**config.mk**
```make
export PLATFORM = sky130hd
export DESIGN_NAME = trace_count_and_page_compare
export DESIGN_NICKNAME = d
export VERILOG_FILES = /design/src/hw/trace_pkg.sv /design/src/hw/trace_count_and_page_compare.sv
export SDC_FILE = /design/constraint.sdc
export NUM_CORES = 1
export LEC_CHECK = 0
export CAP_MARGIN = 20
export CORE_MARGIN = 3
export CORE_UTILIZATION = 30
export DETAILED_ROUTE_END_ITERATION = 10
export DONT_BUFFER_PORTS = 1
export PLACE_DENSITY_LB_ADDON = 0.1
export SYNTH_ARGS = -nofsm -noshare
export SYNTH_HDL_FRONTEND = slang
export SYNTH_SLANG_ARGS = --single-unit
```
**constraint.sdc**
```tcl
create_clock -name clk -period 4 [get_ports clk]
set_clock_uncertainty 0.2 [all_clocks]
set_input_delay 0.4 -clock clk [delete_from_list [all_inputs] [get_ports clk]]
set_output_delay 0.4 -clock clk [all_outputs]
set_load 0.03 [all_outputs]
```
**src/hw/trace_pkg.sv**
```systemverilog
// Constants and carriers for the trace word counter and comparator C page extension.
// Assumes one 10 MHz clock and an 8-bit register port with read data one cycle later.
package trace_pkg;

    // Register byte offsets
    localparam logic [7:0] CTRL_OFFSET   = 8'h20;
    localparam logic [7:0] COUNT_OFFSET  = 8'h24;
    localparam logic [7:0] CCX_OFFSET    = 8'h25;
    localparam logic [7:0] STATUS_OFFSET = 8'h2a;
    localparam logic [7:0] MASK_OFFSET   = 8'h2b;

    // Control register fields
    localparam int ARM_BIT   = 7;
    localparam int BEGIN_BIT = 4;
    localparam int BRK_BIT   = 3;

    // Count register fields
    localparam int FULL_BIT  = 7;
    localparam int COUNT_MSB = 5;

    // Extension register fields
    localparam int SEL_MSB   = 7;
    localparam int SEL_LSB   = 6;
    localparam int EXT_MSB   = 5;

    // Interrupt status bits
    localparam int EV_FULL   = 0;
    localparam int EV_BREAK  = 1;

    localparam logic [5:0] COUNT_MAX    = 6'h3f;
    localparam logic [6:0] BUFFER_WORDS = 7'h40;

    // Data and extra paging are absent, so the upper select bit is dropped
    localparam logic RESERVED_PAGES_EN = 1'b0;

    // Reset values
    localparam logic [7:0] CTRL_RESET = 8'h00;
    localparam logic [7:0] CCX_RESET  = 8'h00;
    localparam logic [1:0] IRQ_RESET  = 2'h0;

    typedef enum logic [1:0] {
        PAGE_NONE,
        PAGE_PROGRAM,
        PAGE_DATA,
        PAGE_EXTRA
    } page_type_t;

    typedef struct packed {
        logic       arm;
        logic       beginMode;
        logic       breakEnable;
    } ctrl_t;

    typedef struct packed {
        logic [7:0] addr;
        logic [7:0] wdata;
        logic       wr;
        logic       rd;
    } reg_req_t;

    typedef struct packed {
        logic       wordStrobe;
        logic       trigger;
        logic [5:0] highAddr;
    } core_in_t;

endpackage

```
**src/hw/trace_count_and_page_compare.sv**
```systemverilog
// Trace buffer word counter with full flag, plus comparator C page-extended compare.
// Assumes core strobes are synchronous to clk and the register master never stalls.
//
// Notes on behaviour
// - The full flag sets once 64 or more words are captured since the last arming.
// - While full, all 64 buffer entries count as valid whatever the count field holds.
// - Writing a one to the arm bit clears the full flag in count bit 7.
// - While the full flag is clear, count bits 5:0 report the number of valid words, 0 to 63.
// - On wrap to zero the full flag sets and, storing up to the trigger, counting continues.
// - Writing a one to the arm bit clears the whole count register.
// - Storing after the trigger, the arm bit clears when full sets with count zero.
// - At the first fill to 64 words a break request issues only if break enable is set.
// - Full with nonzero count means 64 valid words with the oldest overwritten.
// - Extension bits 7:6 choose the paging type in breakpoint and debug modes.
// - The upper page select bit is ignored, so 10 and 11 act as 00 and 01.
// - Select 00 does no extended compare; 01 matches six bits to address 21:16.
// - Reserved data paging matches bits 3:0 to 19:16, extra paging bits 1:0 to 17:16.
// - Comparator C extension works in breakpoint mode, driven by page select.
// - The begin bit selects storing after the trigger when set, up to it when clear.
//
// The implementer's own choice: the plain strobed port.
`timescale 1ns/100ps

module trace_count_and_page_compare (
    // Clock and reset
    input  wire logic       clk,
    input  wire logic       rst,
    // Register port
    input  wire logic [7:0] regAddr,
    input  wire logic [7:0] regWdata,
    input  wire logic       regWr,
    input  wire logic       regRd,
    output logic      [7:0] regRdata,
    // Core side
    input  wire logic       wordStrobe,
    input  wire logic       trigger,
    input  wire logic [5:0] expandedAddressBus,
    output logic            captureEnable,
    output logic      [6:0] validWords,
    output logic            breakRequest,
    output logic            extendedMatch,
    output logic            irq
);

    ////////////////////////////////////////////////////////////////////////

    typedef struct packed {
        trace_pkg::ctrl_t ctrl;
        logic [5:0]       count;
        logic             full;
        logic             trigSeen;
        logic [7:0]       ccx;
        logic [1:0]       status;
        logic [1:0]       mask;
        logic [7:0]       rdata;
        logic             capEn;
        logic [6:0]       valid;
        logic             brk;
        logic             extMatch;
        logic             irq;
    } state_t;

    localparam state_t STATE_RESET = '{
        ctrl:     trace_pkg::ctrl_t'(3'h0),
        count:    6'h00,
        full:     1'b0,
        trigSeen: 1'b0,
        ccx:      trace_pkg::CCX_RESET,
        status:   trace_pkg::IRQ_RESET,
        mask:     trace_pkg::IRQ_RESET,
        rdata:    8'h00,
        capEn:    1'b0,
        valid:    7'h00,
        brk:      1'b0,
        extMatch: 1'b0,
        irq:      1'b0
    };

    trace_pkg::reg_req_t req;
    trace_pkg::core_in_t core;
    state_t              st_reg;
    state_t              st_next;

    assign req  = '{addr: regAddr, wdata: regWdata, wr: regWr, rd: regRd};
    assign core = '{wordStrobe: wordStrobe, trigger: trigger, highAddr: expandedAddressBus};

    ////////////////////////////////////////////////////////////////////////

    logic                   storing;
    logic                   storeWord;
    logic                   wrap;
    logic                   armWrite;
    logic                   fullEvent;
    logic                   breakEvent;
    logic [5:0]             countInc;
    logic [1:0]             events;
    trace_pkg::page_type_t  pageType;
    logic [5:0]             cmpMask;
    logic [7:0]             countView;

    assign storing   = st_reg.ctrl.arm && (!st_reg.ctrl.beginMode || st_reg.trigSeen);
    assign storeWord = storing && core.wordStrobe;
    assign countInc  = st_reg.count + 6'h01;
    assign wrap      = storeWord && (st_reg.count == trace_pkg::COUNT_MAX);
    assign armWrite  = req.wr && (req.addr == trace_pkg::CTRL_OFFSET) && req.wdata[trace_pkg::ARM_BIT];
    assign fullEvent  = wrap && !st_reg.full && !armWrite;
    assign breakEvent = fullEvent && st_reg.ctrl.breakEnable;
    assign events     = {breakEvent, fullEvent};
    assign countView  = {st_reg.full, 1'b0, st_reg.count};

    // page type from the select field
    // upper select bit dropped when reserved paging is absent
    always_comb begin
        logic [1:0] sel;
        sel = st_reg.ccx[trace_pkg::SEL_MSB:trace_pkg::SEL_LSB];
        if (!trace_pkg::RESERVED_PAGES_EN) begin
            sel[1] = 1'b0;
        end
        pageType = trace_pkg::page_type_t'(sel);
    end

    // program paging compares all six bits
    // reserved paging compares four or two bits
    always_comb begin
        unique case (pageType)
            trace_pkg::PAGE_NONE:    cmpMask = 6'h00;
            trace_pkg::PAGE_PROGRAM: cmpMask = 6'h3f;
            trace_pkg::PAGE_DATA:    cmpMask = 6'h0f;
            trace_pkg::PAGE_EXTRA:   cmpMask = 6'h03;
        endcase
    end

    ////////////////////////////////////////////////////////////////////////

    always_comb begin
        st_next     = st_reg;
        st_next.brk = 1'b0;

        // Control register write
        if (req.wr && req.addr == trace_pkg::CTRL_OFFSET) begin
            st_next.ctrl.arm         = req.wdata[trace_pkg::ARM_BIT];
            st_next.ctrl.beginMode   = req.wdata[trace_pkg::BEGIN_BIT];
            st_next.ctrl.breakEnable = req.wdata[trace_pkg::BRK_BIT];
        end
        if (req.wr && req.addr == trace_pkg::CCX_OFFSET) begin
            st_next.ccx = req.wdata;
        end
        if (req.wr && req.addr == trace_pkg::MASK_OFFSET) begin
            st_next.mask = req.wdata[1:0];
        end

        if (armWrite) begin
            st_next.count    = 6'h00;
            st_next.full     = 1'b0;
            st_next.trigSeen = 1'b0;
        end else if (st_reg.ctrl.arm) begin
            if (core.trigger) begin
                st_next.trigSeen = 1'b1;
                // end-trigger storing stops at the trigger
                if (!st_reg.ctrl.beginMode) begin
                    st_next.ctrl.arm = 1'b0;
                end
            end
            if (storeWord) begin
                // wrap sets full, counting carries on
                st_next.count = countInc;
                if (wrap) begin
                    st_next.full = 1'b1;
                    // begin-trigger storing ends at the fill
                    if (st_reg.ctrl.beginMode) begin
                        st_next.ctrl.arm = 1'b0;
                    end
                end
            end
        end

        // break pulse at the first fill
        st_next.brk = breakEvent;

        // Read data, one cycle after the strobe; a read of status clears it
        st_next.rdata = 8'h00;
        if (req.rd) begin
            unique case (req.addr)
                trace_pkg::CTRL_OFFSET: begin
                    st_next.rdata[trace_pkg::ARM_BIT]   = st_reg.ctrl.arm;
                    st_next.rdata[trace_pkg::BEGIN_BIT] = st_reg.ctrl.beginMode;
                    st_next.rdata[trace_pkg::BRK_BIT]   = st_reg.ctrl.breakEnable;
                end
                trace_pkg::COUNT_OFFSET:  st_next.rdata = countView;
                trace_pkg::CCX_OFFSET:    st_next.rdata = st_reg.ccx;
                trace_pkg::STATUS_OFFSET: begin
                    st_next.rdata  = {6'h00, st_reg.status};
                    st_next.status = 2'h0;
                end
                trace_pkg::MASK_OFFSET:   st_next.rdata = {6'h00, st_reg.mask};
                default:                  st_next.rdata = 8'h00;
            endcase
        end
        // A new event wins over the read that clears it
        st_next.status = st_next.status | events;

        st_next.capEn = st_next.ctrl.arm && (!st_next.ctrl.beginMode || st_next.trigSeen);
        // full means the whole buffer is valid
        // nonzero count while full means overwritten oldest data
        st_next.valid = st_next.full ? trace_pkg::BUFFER_WORDS : {1'b0, st_next.count};
        // extension compare runs in either operating mode
        st_next.extMatch = ((st_reg.ccx[trace_pkg::EXT_MSB:0] ^ core.highAddr) & cmpMask) == 6'h00;
        st_next.irq      = |(st_next.status & st_next.mask);
    end

    always_ff @(posedge clk) begin
        if (rst) begin
            st_reg <= STATE_RESET;
        end else begin
            st_reg <= st_next;
        end
    end

    assign regRdata      = st_reg.rdata;
    assign captureEnable = st_reg.capEn;
    assign validWords    = st_reg.valid;
    assign breakRequest  = st_reg.brk;
    assign extendedMatch = st_reg.extMatch;
    assign irq           = st_reg.irq;

    // Separate tally, so the full flag is not only checked against its own counter
    logic [6:0] storedSinceArm;

    always_ff @(posedge clk) begin
        if (rst || armWrite) begin
            storedSinceArm <= 7'h00;
        end else if (storeWord && storedSinceArm != trace_pkg::BUFFER_WORDS) begin
            storedSinceArm <= storedSinceArm + 7'h01;
        end
    end
endmodule

```
=== Yosys cells after proc, flatten, opt, wreduce, memory -nomap -nowiden ===
Index checks and enable logic that the tools add are counted.

* Add/sub/neg operators: 1
* Equal/unequal tests: 6
* Mux-type cells: 22
* Bitwise gates (word level): 5
* Reduce and logical (&&, ||, !) cells: 22

{| class="wikitable"
|+ Operators by type and width
! operator !! count
|-
| $eq 8x6->1 const B || 5
|-
| $mux 8 || 2
|-
| $mux 7 || 2
|-
| $pmux 3 s4 || 1
|-
| $pmux 6 s2 || 1
|-
| $logic_and 1x1->1 || 11
|-
| $mux 1 || 9
|-
| $add 6x1->6 const B || 1
|-
| $and 6x6->6 || 1
|-
| $eq 6x6->1 const B || 1
|-
| $logic_not 6->1 || 1
|-
| $mux 2 || 3
|-
| $pmux 2 s3 || 1
|-
| $reduce_or 2->1 || 3
|-
| $xor 6x6->6 || 1
|-
| $logic_not 1->1 || 4
|-
| $pmux 2 s2 || 1
|-
| $mux 3 || 1
|-
| $pmux 1 s3 || 1
|-
| $and 2x2->2 || 1
|-
| $logic_not 2->1 || 1
|-
| $logic_or 1x1->1 || 2
|-
| $or 2x2->2 || 1
|-
| $not 1->1 || 1
|}

* Register bits: 42
* Output and inout port bits: 19
* Word-level logic and storage cells: 72

=== Depth between registers and ports, before layout ===
* Depth after elaboration: 11
* Depth in mapped cells: 6
* Depth with buffers taken out: 6

=== Worst setup path after synthesis ===
OpenSTA, ideal clock, no wires.

* Kind: input port to flip-flop
* Start point: input regAddr[7]
* End point: register st_reg (netlist bit pageType[0])
* Setup time: 0.128 ns
* Data arrival time: 1.708 ns
* Data required time: 3.672 ns
* Path slack: 1.965 ns
* Stages on the path: 5
* Buffers on the path: 0
* Cells stage by stage: or4b_4 -> nor3_2 -> nand4_2 -> mux2i_1 -> nor2_1

* Word-level cells in the longest chain between the ends: 2

{| class="wikitable"
|+ Ends and longest elaborated chain
! element !! RTL line !! source
|-
| start: declaration || trace_count_and_page_compare.sv:29 || <nowiki>input wire logic [7:0] regAddr,</nowiki>
|-
| $eq 8x6->1 || trace_count_and_page_compare.sv:145 || <nowiki>if (req.wr && req.addr == trace_pkg::CCX_OFFSET) begin</nowiki>
|-
| $logic_and 1x1->1 || trace_count_and_page_compare.sv:145 ||
|-
| end signal: assignment || trace_count_and_page_compare.sv:215 || <nowiki>st_reg <= st_next;</nowiki>
|-
| end: declaration || trace_count_and_page_compare.sv:81 || <nowiki>state_t st_reg;</nowiki>
|}

Every way passes these cells.
A chain may end at the register's enable or synchronous reset.

=== Worst setup path in the final report ===
* Start point: input regAddr[7]
* End point: register st_reg (netlist bit validWords[3])

* Word-level cells in the longest chain between the ends: 5

{| class="wikitable"
|+ Ends and longest elaborated chain
! element !! RTL line !! source
|-
| $eq 8x6->1 (*) || trace_count_and_page_compare.sv:105 || <nowiki>assign armWrite = req.wr && (req.addr == trace_pkg::CTRL_OFFSET) && req.wdata[trace_pkg::ARM_BIT];</nowiki>
|-
| $logic_and 1x1->1 (*) (2 in a row) || trace_count_and_page_compare.sv:105 ||
|-
| $mux 8 (*) || trace_count_and_page_compare.sv:152 || <nowiki>if (armWrite) begin</nowiki>
|-
| $reduce_or 2->1 (no source line) || n/a ||
|}

Mark *: on every way between the ends. The rest lies on a longest branch, timed or not.

==> results.tsv <==
stage	metric	value	unit
synth	Cells after Synth	200	
placed_design	DP Area	1820	um^2
finish	number of flip-flops in the largest register	15	
worst_hold_path	Hold Crit Class	in2reg	
clock_tree	CTS tree	yes	
critical_path	CP endpoint kind	flip-flop	
route	residual DRC count	0	
route	Wirelength per Cell	17.0	um
synth	post-synthesis mux area share	10.9	%
finish	Post-Layout Inst Area	1930	um^2
finish	ratio of cells with drive above 1 in the final layout	8.51	%
placed_design	Detail Placement HPWL	3380	um
synth	Yosys warnings	0	
global_routing	Overflow after GRT	0	
critical_path	WP data required	3.98	ns
pwr	Pwr Density	378	nW/um^2
job	max-cap violations	0	
finish	antenna fix cells	0	
synth	Simple-Gate Fraction of Synth Area	21.6	%
finish	Area Overhead vs Synth	3.70	%
sta	Worst Max-Slew Pin Slew	0.902	ns
finish	commonest non-fill, non-tap cell in the layout	dfxtp_1	
synth	synth unique cells	39	
die	Starting Density	31.2	%
route	DR vias	1328	
sta	hold slack	0.0115	ns
die	Core Box Area	5960	um^2
synth	adder-cell share of the synthesized area	0.672	%
route	Final ANT Viol Nets	0	
critical_path	largest stage delay on the critical path	0.84	ns
finish	nets	216	
clock_tree	# hold bufs at CTS	1	
sta	post-route minimum period	2.35	ns
synth	xor and xnor area share after synthesis	5.18	%
route	DRC marker count from the first detailed-route iteration	105	
sta	Finish-stage setup viols	0	
clock_tree	clock sink count	41	
synth	synthesized area	1860	um^2
global_routing	vias in the first global route	1336	
critical_path	reg-to-reg slack, setup	1.84	ns
clock_tree	clk root buf	clkbuf_8	
pwr	VDD IR-drop max	0.000118	V
global_routing	global-route wire length before repair	7290	um
critical_path	CP Launch Type	primary input	
finish	Final Non-Filler Cells	263	
route	Total Wirelength	4460	um
global_routing	initial antenna violation count	0	
die	row cnt	28	
synth	Yosys reg bits	41	
die	die span in x	84.8	um
synth	register area share after synthesis	44.1	%
sta	final slew viol count	0	
global_routing	GRT Total Usage	13.1	%
clock_tree	clock slew at reported path FFs	0.08	ns
die	# IOs	47	
synth	Mapped Avg Cell Area	9.30	um^2
clock_tree	CTS resizes	0	
clock_tree	post-CTS setup buffer count	0	
sta	Slew HR	39.7	%
die	Die ar.	7180	um^2
clock_tree	Clock Latency Late Sink	0.29	ns
critical_path	CP cell instances	nor4b_1 > nand4_1 > o21bai_1 > nand2b_1 > nor2_1	
die	die span in y	84.8	um
sta	Final Hold Violating Endpoints	0	
pwr	Pleak	0.752	nW
critical_path	Max Fanout on Critical Path	13	
synth	Synth Area in Compound Gates	8.81	%
critical_path	Top delay family on crit path	simple AND/OR/NAND/NOR gates	
critical_path	CP max-delay cell	o21bai_1	
finish	most frequent cells in the layout	41 x dfxtp_1, 40 x nor2_1, 18 x mux2i_1	
synth	syn nets	229	
run_status	status	completed	
sta	RSZ-0062 raised after global routing	false	
clock_tree	H-tree Lvls	2	
clock_tree	Num CTS Buffers	5	
placed_design	placed insts	254	
placed_design	I/O Buffers	0	
critical_path	worst path bufs/invs	0	
critical_path	WP data arrival	2.33	ns
route	Pre-antenna DRT Iters	4	
placed_design	GP Congestion	0.728	
critical_path	Crit Path Class	in2reg	
sta	Achievable Freq	426	MHz
clock_tree	clk buf depth	2	
route	DR vias/cell	5.05	
sta	TNS Setup	0	ns
sta	fin crit share	58.7	%
synth	largest family of logic cells by synthesized area	simple AND/OR/NAND/NOR gates	
global_routing	pin count of the biggest net entering global routing	18	
[metrics by stage]
stage	power, mW	util [%]	setup slack [ns]
after global placement	0.435	30.5	1.36
after detailed placement	0.435	30.5	1.33
after global routing	0.761	32.4	1.48
final	0.729	32.4	1.65
after CTS	0.739	32.4	1.65
after floorplan	0.439	-	1.96
[kinds of logic (layout without fill, tap and decap cells)]
family                   after synthesis  in the layout
AND/OR/NAND/NOR                       79             79
buffers and inverters                 28             16
XOR/XNOR                              11             11
flip-flops                            41             41
multiplexers                          20             20
AO/OA/AOI/OAI                         20             20
adder cells (fa/ha/maj)                1              1
[final cells by class]
| class | instances | area (um^2) |
|---|---|---|
| fill | 634 | 4030 |
| inverter | 7 | 26.3 |
| clock inverter | 1 | 5.00 |
| multi-input combinational | 131 | 877 |
| clock buffer | 7 | 96.3 |
| sequential | 41 | 821 |
| timing repair buffer | 1 | 10.0 |
| tap | 75 | 93.8 |
[worst register-to-register path: cells and delay by family (launching register included)]
kind,cells,cell delay [ns]
AO/OA/AOI/OAI,4,1.09
buffers and inverters,1,0.07
adder cells (fa/ha/maj),1,0.22
flip-flops,1,0.47
[synthesized netlist by cell type]
cell	number	area share, %
buf_4	15	6.1
nand4_1	4	1.3
o41ai_1	1	0.47
nor4_4	1	1.1
nor2_1	40	8.1
nor3_1	4	1.1
nor4b_1	1	0.47
a222oi_1	2	1.1
mux2i_1	18	9.7
inv_1	7	1.4
nand2b_1	3	1.0
a2111oi_4	1	1.5
ha_1	1	0.67
a31oi_1	3	1.0
nor3_2	1	0.54
xor2_1	7	3.3
o21bai_1	1	0.40
nand4_2	1	0.67
buf_2	1	0.27
xnor2_1	4	1.9
a22oi_1	2	0.81
a21oi_1	4	1.1
or2_1	1	0.34
o2111ai_1	1	0.47
nand3_1	4	1.1
dfxtp_1	41	44
or4b_4	1	0.74
o21ai_0	1	0.27
o32ai_1	1	0.47
a31o_2	1	0.47
o21a_1	1	0.40
and3_1	3	1.0
clkbuf_1	5	1.0
a211oi_1	1	0.40
nor4_1	5	1.7
or3_1	1	0.34
nand2_1	7	1.4
mux2_2	2	1.2
nor2b_1	2	0.67
[report_power, final]
part	internal, mW	switching, mW
registers	0.408	0.00144
clock network	0.156	0.145
logic	0.00796	0.0106
total	0.572	0.157
[worst paths after layout]
path | cells past startpoint | endpoint | startpoint
worst max-delay path | 5 | validWords[3] | regAddr[7]
worst min-delay path | 1 | captureEnable | rst
worst max register to register | 6 | irq | countView[0]
worst min register to register | 1 | extendedMatch | pageType[0]
[layer usage]
metal / GRT usage (%) / part of all wire [%] / up-vias
li1: - / - / 655
met1: 16.6 / 46 / 626
met2: 20.6 / 46 / 42
met3: 5.20 / 7.1 / 5
met4: 3.88 / 1.3 / 0
met5: 0 / 0 / -
Power figures use the tool's default switching activity.
